===== config.mk =====
export PLATFORM = sky130hd
export DESIGN_NAME = adcc_ctrl
export DESIGN_NICKNAME = d
export VERILOG_FILES = /design/src/adcc_pkg.sv /design/src/adcc_core_if.sv /design/src/adcc_sar.sv /design/src/adcc_ctrl.sv
export SDC_FILE = /design/constraint.sdc
export NUM_CORES = 1
export LEC_CHECK = 0
export ABC_AREA = 1
export BUFFER_PORTS_ARGS = -buffer_cell sky130_fd_sc_hd__buf_2
export CAP_MARGIN = 20
export CORE_ASPECT_RATIO = 1.4
export CORE_UTILIZATION = 54
export DETAILED_ROUTE_END_ITERATION = 16
export PLACE_DENSITY = 0.85
export REMOVE_ABC_BUFFERS = 1
export SLEW_MARGIN = 15
export SYNTH_ARGS = -nofsm -noshare
export SYNTH_HDL_FRONTEND = slang
export SYNTH_SLANG_ARGS = --single-unit

===== constraint.sdc =====
create_clock -name clk_i -period 2.5 [get_ports clk_i]
set_clock_uncertainty 0.05 [all_clocks]
set_input_delay 0.375 -clock clk_i [delete_from_list [all_inputs] [get_ports clk_i]]
set_output_delay 0.375 -clock clk_i [all_outputs]
set_load 0.03 [all_outputs]

===== src/adcc_pkg.sv =====
// Purpose: shared constants for the converter sequencing and conflict controller
// Assumes: classic wishbone slave, 32-bit data, byte addresses
// Notes: 8-bit registers sit in the low byte of each word
package adcc_pkg;
	// ==========================
	// register map
	localparam logic [3:0] ADCC_OFS_MODE = 4'h0;
	localparam logic [3:0] ADCC_OFS_SEL = 4'h4;
	localparam logic [3:0] ADCC_OFS_RESULT = 4'h8;
	localparam logic [3:0] ADCC_OFS_STATUS = 4'hC;
	localparam logic [3:0] ADCC_OFS_MASK = 4'h0;
	localparam logic [7:0] ADCC_MODE_RST = 8'h00;
	localparam logic [7:0] ADCC_SEL_RST = 8'h00;
	// field positions
	localparam int ADCC_EN_BIT = 7;
	localparam int ADCC_FR_LO = 3;
	localparam int ADCC_SEL_BIT = 0;
	localparam int ADCC_ST_DONE = 0;
	localparam int ADCC_ST_FIRST = 1;
	localparam int ADCC_ST_DROP = 2;
	localparam logic [7:0] ADCC_MODE_WMASK = 8'hB8;
	// timing: conversion time selections in main clock cycles
	localparam logic [2:0] ADCC_FR_72 = 3'h0;
	localparam logic [2:0] ADCC_FR_60 = 3'h1;
	localparam logic [2:0] ADCC_FR_48 = 3'h2;
	localparam logic [2:0] ADCC_FR_144 = 3'h4;
	localparam logic [2:0] ADCC_FR_120 = 3'h5;
	localparam logic [2:0] ADCC_FR_96 = 3'h6;
	localparam logic [7:0] ADCC_SAMPLE_DIV = 8'h0A;
	localparam int ADCC_NBITS = 8;

	typedef enum logic [3:0] {
		ADCC_IDLE = 4'b0001,
		ADCC_SAMPLE = 4'b0010,
		ADCC_CONVERT = 4'b0100,
		ADCC_DONE = 4'b1000
	} adcc_state_e;

	// conversion time in cycles for a selection; unknown codes fall to slowest
	function automatic logic [7:0] adcc_conv_cycles(input logic [2:0] fr);
		case (fr)
			ADCC_FR_72: adcc_conv_cycles = 8'h48;
			ADCC_FR_60: adcc_conv_cycles = 8'h3C;
			ADCC_FR_48: adcc_conv_cycles = 8'h30;
			ADCC_FR_144: adcc_conv_cycles = 8'h90;
			ADCC_FR_120: adcc_conv_cycles = 8'h78;
			ADCC_FR_96: adcc_conv_cycles = 8'h60;
			default: adcc_conv_cycles = 8'h90;
		endcase
	endfunction
endpackage


===== src/adcc_core_if.sv =====
`timescale 1ns/1ps
// Purpose: link between sequencer and successive approximation core
// Assumes: single clock
// Notes: comparator result is sampled once per bit step
interface adcc_core_if;
	logic sample;
	logic hold;
	logic [7:0] trial;
	logic cmp_hi;
	modport seq(output sample, output hold, output trial, input cmp_hi);
	modport sar(input sample, input hold, input trial, output cmp_hi);
endinterface


===== src/adcc_sar.sv =====
`timescale 1ns/1ps
// Purpose: bit-by-bit successive approximation from the top bit down
// Assumes: comparator high means input at or above trial tap
// Notes: restart reloads the top bit and clears the rest
module adcc_sar
	import adcc_pkg::*;
#(
	parameter int NBITS = ADCC_NBITS
) (
	// clock and reset
	input wire logic clk_i,
	input wire logic rst_i,
	// control
	input wire logic start_i,
	input wire logic step_i,
	input wire logic cmp_hi_i,
	// trial value and result
	output logic [NBITS-1:0] trial_o,
	output logic last_o
);
	logic [NBITS-1:0] trial_reg;
	logic [NBITS-1:0] bit_reg;

	assign trial_o = trial_reg;
	assign last_o = bit_reg[0];

	// ==========================
	// approximation steps
	always_ff @(posedge clk_i) begin
		if (rst_i || start_i) begin
			trial_reg <= {1'b1, {(NBITS-1){1'b0}}};
			bit_reg <= {1'b1, {(NBITS-1){1'b0}}};
		end else if (step_i && (bit_reg != '0)) begin
			// keep or drop current bit, then try the next one
			trial_reg <= (cmp_hi_i ? trial_reg : (trial_reg & ~bit_reg)) | (bit_reg >> 1);
			bit_reg <= bit_reg >> 1;
		end
	end
endmodule


===== src/adcc_ctrl.sv =====
`timescale 1ns/1ps
// Contract
// - standby stops all conversion activity at once
// - result read colliding with update: read first, then store
// - mode or select write beats result update; no update, no done event
// - first result after starting is undefined
// - sampling takes about a tenth of the conversion time
// - mode write leaves the done flag unchanged
// - after mode write, result and flag may still show the old input
// - setting enable starts converting the selected analog input
// - each completion latches the result and raises done
// - conversions repeat until mode register is written again
// - mode write with enable restarts; without enable stops
//
// Purpose: sequencing and collision control for an 8-bit converter
// Assumes: wishbone classic slave; ack one cycle after strobe
// Notes: status register is cleared by reading it; 0x10 is the mask
module adcc_ctrl
	import adcc_pkg::*;
#(
	parameter int NBITS = ADCC_NBITS
) (
	// clock and reset
	input wire logic clk_i,
	input wire logic rst_i,
	// wishbone slave
	input wire logic cyc_i,
	input wire logic stb_i,
	input wire logic we_i,
	input wire logic [4:0] adr_i,
	input wire logic [3:0] sel_i,
	input wire logic [31:0] dat_i,
	output logic [31:0] dat_o,
	output logic ack_o,
	// analog core
	input wire logic cmp_hi_i,
	output logic sample_o,
	output logic [NBITS-1:0] trial_o,
	output logic analog_sel_o,
	// system
	input wire logic standby_i,
	output logic irq_o,
	output logic conversion_done_irq_o
);
	adcc_core_if core ();
	adcc_state_e state_reg, state_next;
	logic [7:0] converter_mode_reg;
	logic [7:0] input_select_reg;
	logic [NBITS-1:0] conversion_result_reg;
	logic [NBITS-1:0] pending_reg;
	logic pending_valid_reg;
	logic [2:0] status_reg;
	logic [2:0] mask_reg;
	logic [7:0] cnt_reg;
	logic [7:0] step_len_reg;
	logic first_reg;
	logic ack_reg;
	logic [31:0] dat_reg;
	logic irq_reg;
	logic done_irq_reg;
	logic sample_reg;
	logic [NBITS-1:0] trial_reg;
	logic sel_reg;
	logic bus_req;
	logic wr_mode;
	logic wr_sel;
	logic wr_mask;
	logic rd_result;
	logic rd_status;
	logic ctrl_write;
	logic conv_enable_bit;
	logic sar_start;
	logic sar_step;
	logic sar_last;
	logic conv_end;
	logic store_now;
	logic [7:0] conv_len;
	logic [7:0] sample_len;

	// ==========================
	// bus decode
	function automatic logic hit(input logic [4:0] a, input logic [3:0] ofs, input logic hi);
		hit = (a[4] == hi) && (a[3:0] == ofs);
	endfunction

	assign bus_req = cyc_i && stb_i && !ack_reg;
	assign wr_mode = bus_req && we_i && sel_i[0] && hit(adr_i, ADCC_OFS_MODE, 1'b0);
	assign wr_sel = bus_req && we_i && sel_i[0] && hit(adr_i, ADCC_OFS_SEL, 1'b0);
	assign wr_mask = bus_req && we_i && sel_i[0] && hit(adr_i, ADCC_OFS_MASK, 1'b1);
	assign rd_result = bus_req && !we_i && hit(adr_i, ADCC_OFS_RESULT, 1'b0);
	assign rd_status = bus_req && !we_i && hit(adr_i, ADCC_OFS_STATUS, 1'b0);
	assign ctrl_write = wr_mode || wr_sel;
	assign conv_enable_bit = converter_mode_reg[ADCC_EN_BIT];
	assign conv_len = adcc_conv_cycles(converter_mode_reg[ADCC_FR_LO +: 3]);
	// the tenth is rounded down but never below one cycle
	assign sample_len = ((conv_len / ADCC_SAMPLE_DIV) == 8'h00) ? 8'h01 : (conv_len / ADCC_SAMPLE_DIV);

	// ==========================
	// registers written by software
	always_ff @(posedge clk_i) begin
		if (rst_i) begin
			converter_mode_reg <= ADCC_MODE_RST;
			input_select_reg <= ADCC_SEL_RST;
			mask_reg <= '0;
		end else begin
			if (wr_mode) begin
				converter_mode_reg <= dat_i[7:0] & ADCC_MODE_WMASK;
			end
			if (wr_sel) begin
				input_select_reg <= {7'h00, dat_i[ADCC_SEL_BIT]};
			end
			if (wr_mask) begin
				mask_reg <= dat_i[2:0];
			end
		end
	end

	// ==========================
	// sequencer
	assign conv_end = (state_reg == ADCC_DONE);
	assign sar_start = (state_reg == ADCC_SAMPLE);
	assign sar_step = (state_reg == ADCC_CONVERT) && (cnt_reg == 8'h00);

	always_comb begin
		state_next = state_reg;
		case (state_reg)
			ADCC_IDLE: begin
				if (conv_enable_bit) begin
					state_next = ADCC_SAMPLE;
				end
			end
			ADCC_SAMPLE: begin
				if (cnt_reg == 8'h00) begin
					state_next = ADCC_CONVERT;
				end
			end
			ADCC_CONVERT: begin
				if (sar_step && sar_last) begin
					state_next = ADCC_DONE;
				end
			end
			ADCC_DONE: begin
				state_next = ADCC_SAMPLE;
			end
			default: begin
				state_next = ADCC_IDLE;
			end
		endcase
		// any control write cancels; enable decides whether it restarts
		if (ctrl_write) begin
			state_next = ADCC_IDLE;
		end
		if (standby_i || !conv_enable_bit) begin
			state_next = ADCC_IDLE;
		end
	end

	always_ff @(posedge clk_i) begin
		if (rst_i) begin
			state_reg <= ADCC_IDLE;
		end else begin
			state_reg <= state_next;
		end
	end

	// the bit steps share what is left after sampling
	always_ff @(posedge clk_i) begin
		if (rst_i) begin
			cnt_reg <= '0;
			step_len_reg <= '0;
		end else if (state_next == ADCC_SAMPLE && state_reg != ADCC_SAMPLE) begin
			cnt_reg <= sample_len - 8'h01;
			step_len_reg <= ((conv_len - sample_len) >> 3) - 8'h01;
		end else if (state_next == ADCC_CONVERT && cnt_reg == 8'h00) begin
			cnt_reg <= step_len_reg;
		end else if (cnt_reg != 8'h00) begin
			cnt_reg <= cnt_reg - 8'h01;
		end
	end

	// first result after start is flagged as unusable
	always_ff @(posedge clk_i) begin
		if (rst_i) begin
			first_reg <= 1'b1;
		end else if (state_reg == ADCC_IDLE) begin
			first_reg <= 1'b1;
		end else if (conv_end && !ctrl_write) begin
			first_reg <= 1'b0;
		end
	end

	// ==========================
	// result store with collisions
	assign store_now = pending_valid_reg && !rd_result;

	always_ff @(posedge clk_i) begin
		if (rst_i) begin
			conversion_result_reg <= '0;
			pending_reg <= '0;
			pending_valid_reg <= 1'b0;
		end else begin
			if (conv_end && !ctrl_write && !standby_i) begin
				pending_reg <= core.trial;
				pending_valid_reg <= 1'b1;
			end else if (store_now) begin
				pending_valid_reg <= 1'b0;
			end
			if (store_now) begin
				conversion_result_reg <= pending_reg;
			end
		end
	end

	// ==========================
	// status, mask and interrupt
	// set wins over the clear by a status read; mode writes leave the done flag alone
	always_ff @(posedge clk_i) begin
		if (rst_i) begin
			status_reg <= '0;
		end else begin
			if (rd_status) begin
				status_reg <= '0;
			end
			if (conv_end && !ctrl_write && !standby_i) begin
				status_reg[ADCC_ST_DONE] <= 1'b1;
				status_reg[ADCC_ST_FIRST] <= first_reg;
			end
			if (conv_end && ctrl_write) begin
				status_reg[ADCC_ST_DROP] <= 1'b1;
			end
		end
	end

	always_ff @(posedge clk_i) begin
		if (rst_i) begin
			irq_reg <= 1'b0;
			done_irq_reg <= 1'b0;
		end else begin
			irq_reg <= |(status_next_f() & mask_reg);
			done_irq_reg <= conv_end && !ctrl_write && !standby_i;
		end
	end

	function automatic logic [2:0] status_next_f();
		status_next_f = status_reg;
	endfunction

	// ==========================
	// bus answer
	always_ff @(posedge clk_i) begin
		if (rst_i) begin
			ack_reg <= 1'b0;
			dat_reg <= '0;
		end else begin
			ack_reg <= bus_req;
			dat_reg <= '0;
			if (bus_req && !we_i) begin
				case (adr_i)
					{1'b0, ADCC_OFS_MODE}: dat_reg <= {24'h000000, converter_mode_reg};
					{1'b0, ADCC_OFS_SEL}: dat_reg <= {24'h000000, input_select_reg};
					{1'b0, ADCC_OFS_RESULT}: dat_reg <= {24'h000000, conversion_result_reg};
					{1'b0, ADCC_OFS_STATUS}: dat_reg <= {29'h0, status_reg};
					{1'b1, ADCC_OFS_MASK}: dat_reg <= {29'h0, mask_reg};
					default: dat_reg <= '0;
				endcase
			end
		end
	end

	// ==========================
	// core link
	assign core.sample = (state_reg == ADCC_SAMPLE);
	assign core.hold = (state_reg == ADCC_CONVERT);
	assign core.cmp_hi = cmp_hi_i;

	adcc_sar #(.NBITS(NBITS)) u_sar (
		.clk_i(clk_i),
		.rst_i(rst_i),
		.start_i(sar_start),
		.step_i(sar_step),
		.cmp_hi_i(core.cmp_hi),
		.trial_o(core.trial),
		.last_o(sar_last)
	);

	always_ff @(posedge clk_i) begin
		if (rst_i) begin
			sample_reg <= 1'b0;
			trial_reg <= '0;
			sel_reg <= 1'b0;
		end else begin
			sample_reg <= core.sample;
			trial_reg <= core.trial;
			sel_reg <= input_select_reg[ADCC_SEL_BIT];
		end
	end

	assign dat_o = dat_reg;
	assign ack_o = ack_reg;
	assign irq_o = irq_reg;
	assign conversion_done_irq_o = done_irq_reg;
	assign sample_o = sample_reg;
	assign trial_o = trial_reg;
	assign analog_sel_o = sel_reg;
endmodule


Word-level counts from Yosys, hierarchy flattened
Cells that the tools add are included.
{"block": "totals", "output_inout_bits": 45, "reg_bits": 110, "input_bits": 48}
{"block": "classes", "bitwise_logic": 6, "div": 1, "add_sub_neg": 4, "n_mux": 18, "reduce_logical": 47, "eq_ne": 18}
{"op": "$pmux 8 s5", "count": 2}
{"op": "$mux 8", "count": 5}
{"op": "$logic_and 1x1->1", "count": 24}
{"op": "$mux 4", "count": 5}
{"op": "$logic_not 8->1", "count": 2}
{"op": "$pmux 4 s4", "count": 1}
{"op": "$reduce_bool 8->1", "count": 2}
{"op": "$sub 8x1->8 const B", "count": 2}
{"op": "$eq 4x3->1 const B", "count": 3}
{"op": "$eq 4x4->1 const B", "count": 3}
{"op": "$eq 5x4->1 const B", "count": 2}
{"op": "$and 8x8->8", "count": 1}
{"op": "$div 8x4->8 const B", "count": 1}
{"op": "$eq 4x2->1 const B", "count": 2}
{"op": "$not 8->8", "count": 1}
{"op": "$or 8x7->8", "count": 1}
{"op": "$sub 8x8->8", "count": 1}
{"op": "$eq 3x3->1 const B", "count": 2}
{"op": "$logic_not 1->1", "count": 6}
{"op": "$reduce_bool 2->1", "count": 3}
{"op": "$sub 5x1->6 const B", "count": 1}
{"op": "$eq 5x3->1 const B", "count": 1}
{"op": "$eq 5x5->1 const B", "count": 1}
{"op": "$logic_not 5->1", "count": 1}
{"op": "other kinds (15)", "count": 21}

Depth between registers and ports, before layout
Gate-level depths: netlist of the first run.
{"block": "logic_depth", "ltp_word": 12, "ltp_mapped": 17}

Cells and area by module
From an unflattened synthesis of the first run, not the netlist that was laid out.
{"block": "hier_totals", "hier_cells": 610, "hier_area_um2": 4405.5}
{"mod": "adcc_ctrl", "area_per_inst_um2": 3651.0, "cells_per_inst": 500, "instances": 1}
{"mod": "adcc_sar", "area_per_inst_um2": 754.5, "cells_per_inst": 110, "instances": 1}

Least setup slack after synthesis of the first run
OpenSTA, ideal clock, no wires.
{"block": "synth_path", "path_type": "flip-flop to flip-flop", "from": "reg converter_mode_reg[4]", "to": "reg step_len_reg[4]", "stages_incl_launch_ff": 13, "n_path_buf": 0, "arrival_ns": 1.922, "setup_slack_ns": 0.414, "cell_sequence": "dfxtp_1 > inv_2 > nand2_1 > nand2_1 > ha_1 > a21oi_1 > nand2_1 > nand2_1 > nand3_1 > xnor2_2 > nand4_1 > a21oi_1 > nor2_1"}
{"block": "synth_between", "elab_chain_cells": 7, "elab_cells_between_ends": 11, "classes_between": "add/sub: 2; div: 1; eq/ne: 4; mux: 2; reduce/logical: 2"}
{"item": "from (decl)", "line_no": "adcc_ctrl.sv:47", "source": "logic [7:0] converter_mode_reg;"}
{"item": "from (signal assigned)", "line_no": "adcc_ctrl.sv:107", "source": "converter_mode_reg <= dat_i[7:0] & ADCC_MODE_WMASK;"}
{"item": "$eq 3x3->1 (tied with other cells)", "line_no": "adcc_pkg.sv:41", "source": "case (fr)"}
{"item": "$pmux 8 s5 (*)", "line_no": "adcc_pkg.sv:41"}
{"item": "$div 8x4->8", "line_no": "adcc_ctrl.sv:96", "source": "assign sample_len = ((conv_len / ADCC_SAMPLE_DIV) == 8'h00) ? 8'h01 : (conv_len / ADCC_SAMPLE_DIV);"}
{"item": "$logic_not 8->1", "line_no": "adcc_ctrl.sv:96"}
{"item": "$mux 8", "line_no": "adcc_ctrl.sv:96"}
{"item": "$sub 8x8->8 (*)", "line_no": "adcc_ctrl.sv:173", "source": "step_len_reg <= ((conv_len - sample_len) >> 3) - 8'h01;"}
{"item": "$sub 5x1->6 (*)", "line_no": "adcc_ctrl.sv:173"}
{"item": "to (signal assigned)", "line_no": "adcc_ctrl.sv:173"}
{"item": "to (decl)", "line_no": "adcc_ctrl.sv:55", "source": "logic [7:0] step_len_reg;"}
Every way passes the cells marked *; elsewhere a longest branch is shown, timed or not.
A chain may end at the register's enable or synchronous reset.

Final worst setup path of the first run
{"block": "layout_path", "from": "reg converter_mode_reg[5]", "to": "reg step_len_reg[4]"}
Same word-level chain as after synthesis.

==> results of run 1 <==
logic make-up (layout without fill, tap and decap cells):
group,after synthesis,count (layout),share of synthesized area
AO/OA/AOI/OAI,100,100,0.133
XOR/XNOR,10,10,0.0256
adder cells (fa/ha/maj),8,8,0.0249
buffers and inverters,104,127,0.127
flip-flops,84,84,0.419
other,2,25,0.00187
AND/OR/NAND/NOR,233,233,0.269
metrics by stage:
step	setup WS (ns)	hold WS (ns)	cells	power, mW	utilization
4_1_cts	0.114	0.220	681	3.00	0.616
6_report	0.242	0.233	682	2.99	0.619
3_3_place_gp	0.246	0.373	666	2.15	0.592
3_5_place_dp	0.135	0.378	666	2.18	0.592
5_1_grt	0.0454	0.240	682	3.16	0.619
2_1_floorplan	0.413	0.360	528	2.04	-
per-layer routing:
metal | global-route usage | part of all wire | vias up
li1 | - | - | 1768
met1 | 0.218 | 0.38 | 1630
met2 | 0.425 | 0.54 | 113
met3 | 0.0552 | 0.034 | 32
met4 | 0.164 | 0.050 | 0
met5 | 0 | 0 | -
synth_stat cells:
| library cell | number |
|---|---|
| nand2_1 | 119 |
| dfxtp_1 | 84 |
| inv_1 | 62 |
| a21oi_1 | 49 |
| nor2_1 | 45 |
| o21ai_0 | 36 |
| nand3_1 | 26 |
| buf_4 | 25 |
| nor2_2 | 9 |
| ha_1 | 8 |
| nand4_1 | 8 |
| clkbuf_1 | 6 |
| inv_2 | 6 |
| nand2_2 | 6 |
| nand3_2 | 6 |
| o21ai_1 | 5 |
| xnor2_1 | 5 |
| nor2_4 | 4 |
| buf_6 | 3 |
| nor4_1 | 3 |
| xor2_1 | 3 |
| a211oi_1 | 2 |
| a21oi_2 | 2 |
| buf_2 | 2 |
| conb_1 | 2 |
| nor3_1 | 2 |
| xnor2_2 | 2 |
| a31oi_1 | 1 |
| a41oi_1 | 1 |
| nand2_4 | 1 |
| nand3b_1 | 1 |
| nor2_8 | 1 |
| nor3_2 | 1 |
| o211ai_1 | 1 |
| o21ai_2 | 1 |
| o21bai_1 | 1 |
| o22ai_2 | 1 |
| or3_1 | 1 |
worst min-delay path, stage by stage:
cell	delay, ns
buf_2	0.07
o21ai_0	0.08
nor2_1	0.09
where the power goes:
group	switching, mW	total, mW	internal, mW	leakage (nW)
registers	0.0506	1.45	1.40	0.680
logic	0.445	0.708	0.263	1.26
clock network	0.480	0.834	0.354	0.0775
total	0.975	2.99	2.01	2.02
what timing repair did:
action                                  in CTS  in global routing
gates resized for setup                      0                  5
hold buffers                                 0                  0
setup buffers                                0                  1
endpoints found under the setup margin       0                  2
path summary, 6_finish.rpt:
check                                            from              end
worst min-delay path                         dat_i[2]      mask_reg[2]
worst max register to register  converter_mode_reg[5]  step_len_reg[4]
worst min register to register       u_sar.trial_o[1]       trial_o[1]
worst max-delay path            converter_mode_reg[5]  step_len_reg[4]
area by class of cell:
| cell class | instances | area (um^2) | share of cell area |
|---|---|---|---|
| flip-flops and latches | 84 | 1690 | 0.385 |
| well taps | 95 | 119 | 0.0272 |
| repair buffers | 44 | 230 | 0.0526 |
| inverters | 68 | 255 | 0.0584 |
| clock inverters | 6 | 41.3 | 0.00944 |
| multi-input cells | 376 | 1920 | 0.439 |
| clock buffers | 9 | 124 | 0.0283 |
==> impl_metrics.ini, run 1 <==
[global_routing]
grt_pass1_wl_um = 14000
grt_overflow = 0
grt_max_degree = 25
grt_use_total = 0.235
grt_pass1_vias = 3451
antenna_found_initial = 0

[worst_hold_path]
min_path_type = input pin to flop
whs_path_depth = 3

[critical_path]
crit_cells = 12
crit_top_cell = nand2_1
slowest_delay_ns = 0.39
critPathSlowestCell = dfxtp_2
path_cells = inv_1 > nand2_1 > nand2_1 > ha_2 > a21oi_1 > nand2_1 > nand2_1 > nand3_1 > xnor2_2 > nand4_1 > a21oi_1 > nor2_1
crit_buf_inv = 1
cp.arrival_ns = 2.47
crit_path_end_kind = flop
crit_family = simple AND/OR/NAND/NOR gates
path_class = flop to flop
r2r_cells = 12
required_ns = 2.71
cp_max_fo = 6
start_kind = flop
r2r_slack_ns = 0.24

[synthesis]
netlist_area_um2 = 4010
synth_cells = 541
ys_ff_latch = 84
post_synth_main_area_contributors = dfxtp_1, nand2_1, a21oi_1, inv_1, buf_4
postSynthAreaPerCell_um2 = 7.42
synth_cell_types = 38
yosysTopAreaCell = dfxtp_1
seq_area_frac_synth = 0.419
synth_top_cell_area_share = 0.419
synth-warning-count = 0

[sta]
min_period_ns = 2.26
worst_pin_slew_ns = 0.727
finalHoldViolCount = 0
maxSlewHeadroom = 0.511
period_share = 0.903
fin_setup_tns_ns = 0
max_freq_ghz = 0.443
drv_slew = 0
rsz0062_at_grt = no
finalSetupViolCount = 0

[power_and_ir_drop]
leakage_nw = 2.02
powerDensity_nw_per_um2 = 684
ir_drop_mv = 0.369

[clock_tree]
clk_latency_ns = 0.36
cts.path.max_buffers = 2
clock-root-buffer = clkbuf_8
h-tree-depth = 3
clk_pin_slew_ns = 0.08
cts_made_buffers = 9
cts_tree = done
cts.sinks = 84

[placement]
numPortBuffers = 40
dpl.hpwl_um = 6530
place.gp.congestion = 0.870
dpl-instance-area_um2 = 4190

[floorplan]
core_um2 = 7070
start_util = 0.568
die_w_um = 74.9
die_y_um = 104
die_area_um2 = 7790
io_pins = 93
num_rows = 36

[route]
firstDrtPassIters = 4
vias = 3543
first_iter_violations = 196
wire_per_inst_um = 12.6
vias_per_cell = 5.20
drc = 0
drt-total-wl_um = 8600
final_antenna_net_count = 0

[finish]
layout_commonest_cell = nand2_1
design_area_um2 = 4370
drive_gt1_frac = 0.177
num-fill-cells = 626
diodes = 0
layout.nets = 639
syn2layout_area_growth_pct = 8.98
final_cell_mix = nand2_1, dfxtp_1, inv_1

[outcome]
outcome = finished, final reports clean

[run]
max_cap_viol_count = 0
Power figures use the tool's default switching activity.
==> run 2: changes to the inputs <==
- PLACE_DENSITY: 0.85 -> 0.8
==> impl_metrics.ini, run 2 (synthesis gave the netlist of run 1 again) <==
[global_routing]
met2_usage = 0.420
grt_util_met3 = 0.0484
grt_overflow = 0
grt_use_total = 0.230
grt_pass1_wl_um = 14000
antenna_found_initial = 0
grt_max_degree = 18
use_met1 = 0.237
grt.busiest_layer = met2
grt_pass1_vias = 3256

[sta]
min_period_ns = 2.23
worst_pin_slew_ns = 0.786
maxSlewHeadroom = 0.471
finalHoldViolCount = 0
max_freq_ghz = 0.448
fin_setup_tns_ns = 0
rsz0062_at_grt = no
finalSetupViolCount = 0
period_share = 0.892
drv_slew = 0

[finish]
register_area_um2 = 1690
syn2layout_area_growth_pct = 10.7
layout.nets = 642
final_cell_mix = nand2_1, dfxtp_1, inv_1
num-fill-cells = 638
diodes = 0
multi_input_area_um2 = 1910
drive_gt1_frac = 0.179
layout_commonest_cell = nand2_1

[clock_tree]
cts.path.max_buffers = 2
clk_pin_slew_ns = 0.08
clk_latency_ns = 0.36
clock-root-buffer = clkbuf_8
cts_made_buffers = 9
cts_tree = done
h-tree-depth = 3
hold_buffers = 0
cts.sinks = 84

[route]
drt-total-wl_um = 8230
vias_per_cell = 5.07
wire_per_inst_um = 12.0
drc = 0
final_antenna_net_count = 0
vias = 3475
first_iter_violations = 184
firstDrtPassIters = 4

[critical_path]
crit_top_cell = nand2_1
crit_buf_inv = 1
slowest_delay_ns = 0.35
worst_r2r_endpoint = step_len_reg[4]
start_kind = flop
path_class = flop to flop
r2r_slack_ns = 0.27
cp_max_fo = 6
path_cells = inv_2 > nand2_1 > nor2_1 > ha_1 > nand2_1 > nand2_1 > xnor2_1 > ha_1 > nand4_1 > a21oi_1 > nor2_1
crit_path_end_kind = flop
required_ns = 2.71
critPathSlowestCell = dfxtp_2
crit_family = simple AND/OR/NAND/NOR gates
r2r_start = converter_mode_reg[4]
r2r_cells = 11
crit_cells = 11
cp.arrival_ns = 2.44

[power_and_ir_drop]
p_total_mw = 3.18
p_seq_frac = 0.455
leakage_nw = 2.07
internal_power_mw = 2.21
p_sw_frac = 0.305
p_switching_mw = 0.969
clkPwrFrac = 0.324
ir_drop_mv = 0.406
powerDensity_nw_per_um2 = 716
combPwrFrac = 0.222

[outcome]
outcome = finished, final reports clean

[floorplan]
num_rows = 36
die_w_um = 74.9
io_pins = 93
die_y_um = 104
start_util = 0.568
die_area_um2 = 7790
core_um2 = 7070

[placement]
place.gp.congestion = 0.882
dpl.hpwl_um = 6330
numPortBuffers = 40

[worst_hold_path]
whs_path_depth = 3
worstHoldStart = dat_i[3]
min_to = converter_mode_reg[3]
min_path_type = input pin to flop

[run]
max_cap_viol_count = 0
==> run 2: cell types whose count changed in the layout (fill, tap and decap cells not counted), moves of 2 or more <==
| cell | delta |
|---|---|
| buf_4 | +3 |
| clkbuf_8 | +3 |
| clkinv_4 | +3 |
| clkinvlp_4 | -3 |
| clkinv_2 | -2 |
==> run 2: per-layer routing <==
metal | vias to the layer above | share of wire
met5 | - | 0
met4 | 0 | 0.038
met3 | 24 | 0.038
met2 | 93 | 0.53
met1 | 1580 | 0.39
li1 | 1778 | -
==> run 2: repair_timing <==
item / CTS / global route
endpoints found under the setup margin: 0 / 2
setup buffers: 0 / 1
gates resized for setup: 0 / 3
==> run 2: layout make-up <==
class                      instances  area share
sequential                        84       0.379
inverter                          68      0.0574
tap                               95      0.0268
timing repair buffer              47      0.0569
multi-input combinational        376       0.430
clock buffer                      12      0.0372
clock inverter                     4      0.0127
==> run 2: worst reg2reg max path, cell delays in order (launching register included) <==
cell	delay (ns)
dfxtp_2	0.35
inv_2	0.10
nand2_1	0.10
nor2_1	0.23
ha_1	0.31
nand2_1	0.08
nand2_1	0.08
xnor2_1	0.25
ha_1	0.25
nand4_1	0.12
a21oi_1	0.15
nor2_1	0.05
==> run 2: worst max-delay path by stage <==
stage / start / endpoint / slack [ns]
after global routing: converter_mode_reg[5] / step_len_reg[4] / 0.02
after CTS: converter_mode_reg[3] / step_len_reg[4] / 0.16
after global placement: converter_mode_reg[3] / step_len_reg[4] / 0.24
after detailed placement: converter_mode_reg[3] / step_len_reg[4] / 0.18
after floorplan: converter_mode_reg[4] / step_len_reg[4] / 0.41
final: converter_mode_reg[4] / step_len_reg[4] / 0.27
==> run 2: through the flow <==
| step | setup WS, ns | cells | instance area (um^2) | hold WS, ns | util |
|---|---|---|---|---|---|
| after floorplan | 0.413 | 528 | 3850 | 0.360 | - |
| after global placement | 0.237 | 669 | 4210 | 0.372 | 0.595 |
| after detailed placement | 0.183 | 669 | 4210 | 0.381 | 0.595 |
| after CTS | 0.159 | 685 | 4430 | 0.214 | 0.627 |
| after global routing | 0.0197 | 686 | 4440 | 0.230 | 0.628 |
| final | 0.270 | 686 | 4440 | 0.222 | 0.628 |
==> run 2: power by group through the flow <==
stage,Clock (mW),Combinational (mW),Sequential [mW]
global route,1.10,0.803,1.46
floorplan,0,0.572,1.47
detailed placement,0,0.697,1.48
CTS,1.05,0.704,1.45
finish,1.03,0.705,1.45
global placement,0,0.677,1.47
==> run 3: changes to the inputs <==
--- a/config.mk
+++ b/config.mk
@@ -12,4 +12,5 @@
 export CORE_UTILIZATION = 54
 export DETAILED_ROUTE_END_ITERATION = 16
+export GPL_TIMING_DRIVEN = 0
 export PLACE_DENSITY = 0.8
 export REMOVE_ABC_BUFFERS = 1
--- a/constraint.sdc
+++ b/constraint.sdc
@@ -3,3 +3,3 @@
 set_input_delay 0.375 -clock clk_i [delete_from_list [all_inputs] [get_ports clk_i]]
 set_output_delay 0.375 -clock clk_i [all_outputs]
-set_load 0.03 [all_outputs]
+set_load 0.01 [all_outputs]
==> impl_metrics.ini, run 3 (synthesis gave the netlist of run 1 again) <==
[finish]
final_cell_mix = nand2_1, dfxtp_1, inv_1
register_area_um2 = 1690
num-fill-cells = 652
layout.nets = 635
design_area_um2 = 4340
diodes = 0
multi_input_area_um2 = 1910
syn2layout_area_growth_pct = 8.23
drive_gt1_frac = 0.167
layout_commonest_cell = nand2_1

[placement]
numPortBuffers = 40
place.gp.congestion = 0.823
pre_cts_slack_ns = 0.130
dpl-instance-area_um2 = 4170
dpl.hpwl_um = 6330

[sta]
setup_ws_ns = 0.224
worst_pin_slew_ns = 1.04
finalHoldViolCount = 0
rsz0062_at_grt = no
maxSlewHeadroom = 0.306
period_share = 0.910
finalSetupViolCount = 0
min_period_ns = 2.28
drv_slew = 0
fin_setup_tns_ns = 0
max_freq_ghz = 0.439

[critical_path]
crit_buf_inv = 1
cp_max_fo = 6
crit_top_cell = nand2_1
crit_family = simple AND/OR/NAND/NOR gates
critPathSlowestCell = dfxtp_2
path_cells = inv_2 > nand2_1 > nor2_1 > ha_1 > nand2_1 > nand2_1 > xnor2_1 > ha_1 > nand4_1 > a21oi_1 > nor2_1
slowest_delay_ns = 0.35
cp.arrival_ns = 2.48
required_ns = 2.70
start_kind = flop
path_class = flop to flop
crit_path_end_kind = flop

[global_routing]
grt_use_total = 0.231
grt_pass1_vias = 3214
grt_max_degree = 37
antenna_found_initial = 0
grt_overflow = 0
grt_pass1_wl_um = 13800

[route]
vias = 3453
drt-total-wl_um = 8420
wire_per_inst_um = 12.4
first_iter_violations = 127
final_antenna_net_count = 0
vias_per_cell = 5.10
drc = 0
firstDrtPassIters = 4

[clock_tree]
cts.path.max_buffers = 2
cts_made_buffers = 9
clk_pin_slew_ns = 0.08
h-tree-depth = 3
cts_setup_buffers = 0
cts.sinks = 84
clock-root-buffer = clkbuf_8
clk_latency_ns = 0.36
cts_tree = done

[floorplan]
die_w_um = 74.9
num_rows = 36
die_y_um = 104
die_area_um2 = 7790
core_um2 = 7070
io_pins = 93
start_util = 0.568

[run]
max_cap_viol_count = 0

[power_and_ir_drop]
leakage_nw = 2.01
powerDensity_nw_per_um2 = 686
ir_drop_mv = 0.447

[outcome]
outcome = finished, final reports clean

[worst_hold_path]
min_path_type = input pin to flop
[run 3: cell types whose count changed in the layout (fill, tap and decap cells not counted), sizes merged]
cell,previous run,this run
buf,47,40
clkinv,3,1
clkinvlp,0,2
clkbuf,12,11
bufinv,1,0
[run 3: worst paths after layout]
| path | startpoint | to | slack (ns) | cells past startpoint |
|---|---|---|---|---|
| worst max register to register | converter_mode_reg[4] | step_len_reg[4] | 0.22 | 11 |
| worst min-delay path | dat_i[2] | mask_reg[2] | 0.22 | 3 |
| worst min register to register | u_sar.trial_o[5] | trial_o[5] | 0.39 | 2 |
| worst max-delay path | converter_mode_reg[4] | step_len_reg[4] | 0.22 | 11 |
[run 3: area by class of cell]
| type | count | share of cell area |
|---|---|---|
| Clock buffer | 11 | 0.0349 |
| Clock inverter | 3 | 0.00547 |
| Inverter | 68 | 0.0588 |
| Multi-Input combinational cell | 376 | 0.440 |
| Sequential cell | 84 | 0.388 |
| Tap cell | 95 | 0.0274 |
| Timing Repair Buffer | 40 | 0.0461 |
[run 3: routing by layer]
metal,wire [um],global-route usage,vias up
li1,-,-,1757
met1,3380,0.235,1587
met2,4490,0.420,88
met3,291,0.0465,21
met4,257,0.128,0
met5,0,0,-
[run 3: power breakdown]
| group | internal (mW) | leakage (nW) | total [mW] | switching (mW) |
|---|---|---|---|---|
| Sequential | 1.40 | 0.680 | 1.45 | 0.0498 |
| Combinational | 0.260 | 1.24 | 0.669 | 0.409 |
| Clock | 0.405 | 0.0835 | 0.865 | 0.460 |
[run 3: timing repair]
item,CTS,global route
hold buffers,0,0
setup endpoints to repair,0,2
gates resized for setup,0,3
[run 3: worst reg2reg max path, stage by stage, from the launching register on]
cell and delay (ns):
dfxtp_2 0.35, inv_2 0.10, nand2_1 0.10, nor2_1 0.27, ha_1 0.32, nand2_1 0.08
nand2_1 0.08, xnor2_1 0.24, ha_1 0.24, nand4_1 0.14, a21oi_1 0.16, nor2_1 0.05
[run 3: metrics by stage]
stage	hold WS (ns)	std cells	utilization	power [mW]
2_1_floorplan	0.360	528	-	2.01
3_3_place_gp	0.371	663	0.589	2.11
3_5_place_dp	0.376	663	0.589	2.14
4_1_cts	0.215	677	0.614	3.00
5_1_grt	0.239	677	0.614	3.14
6_report	0.224	677	0.614	2.98
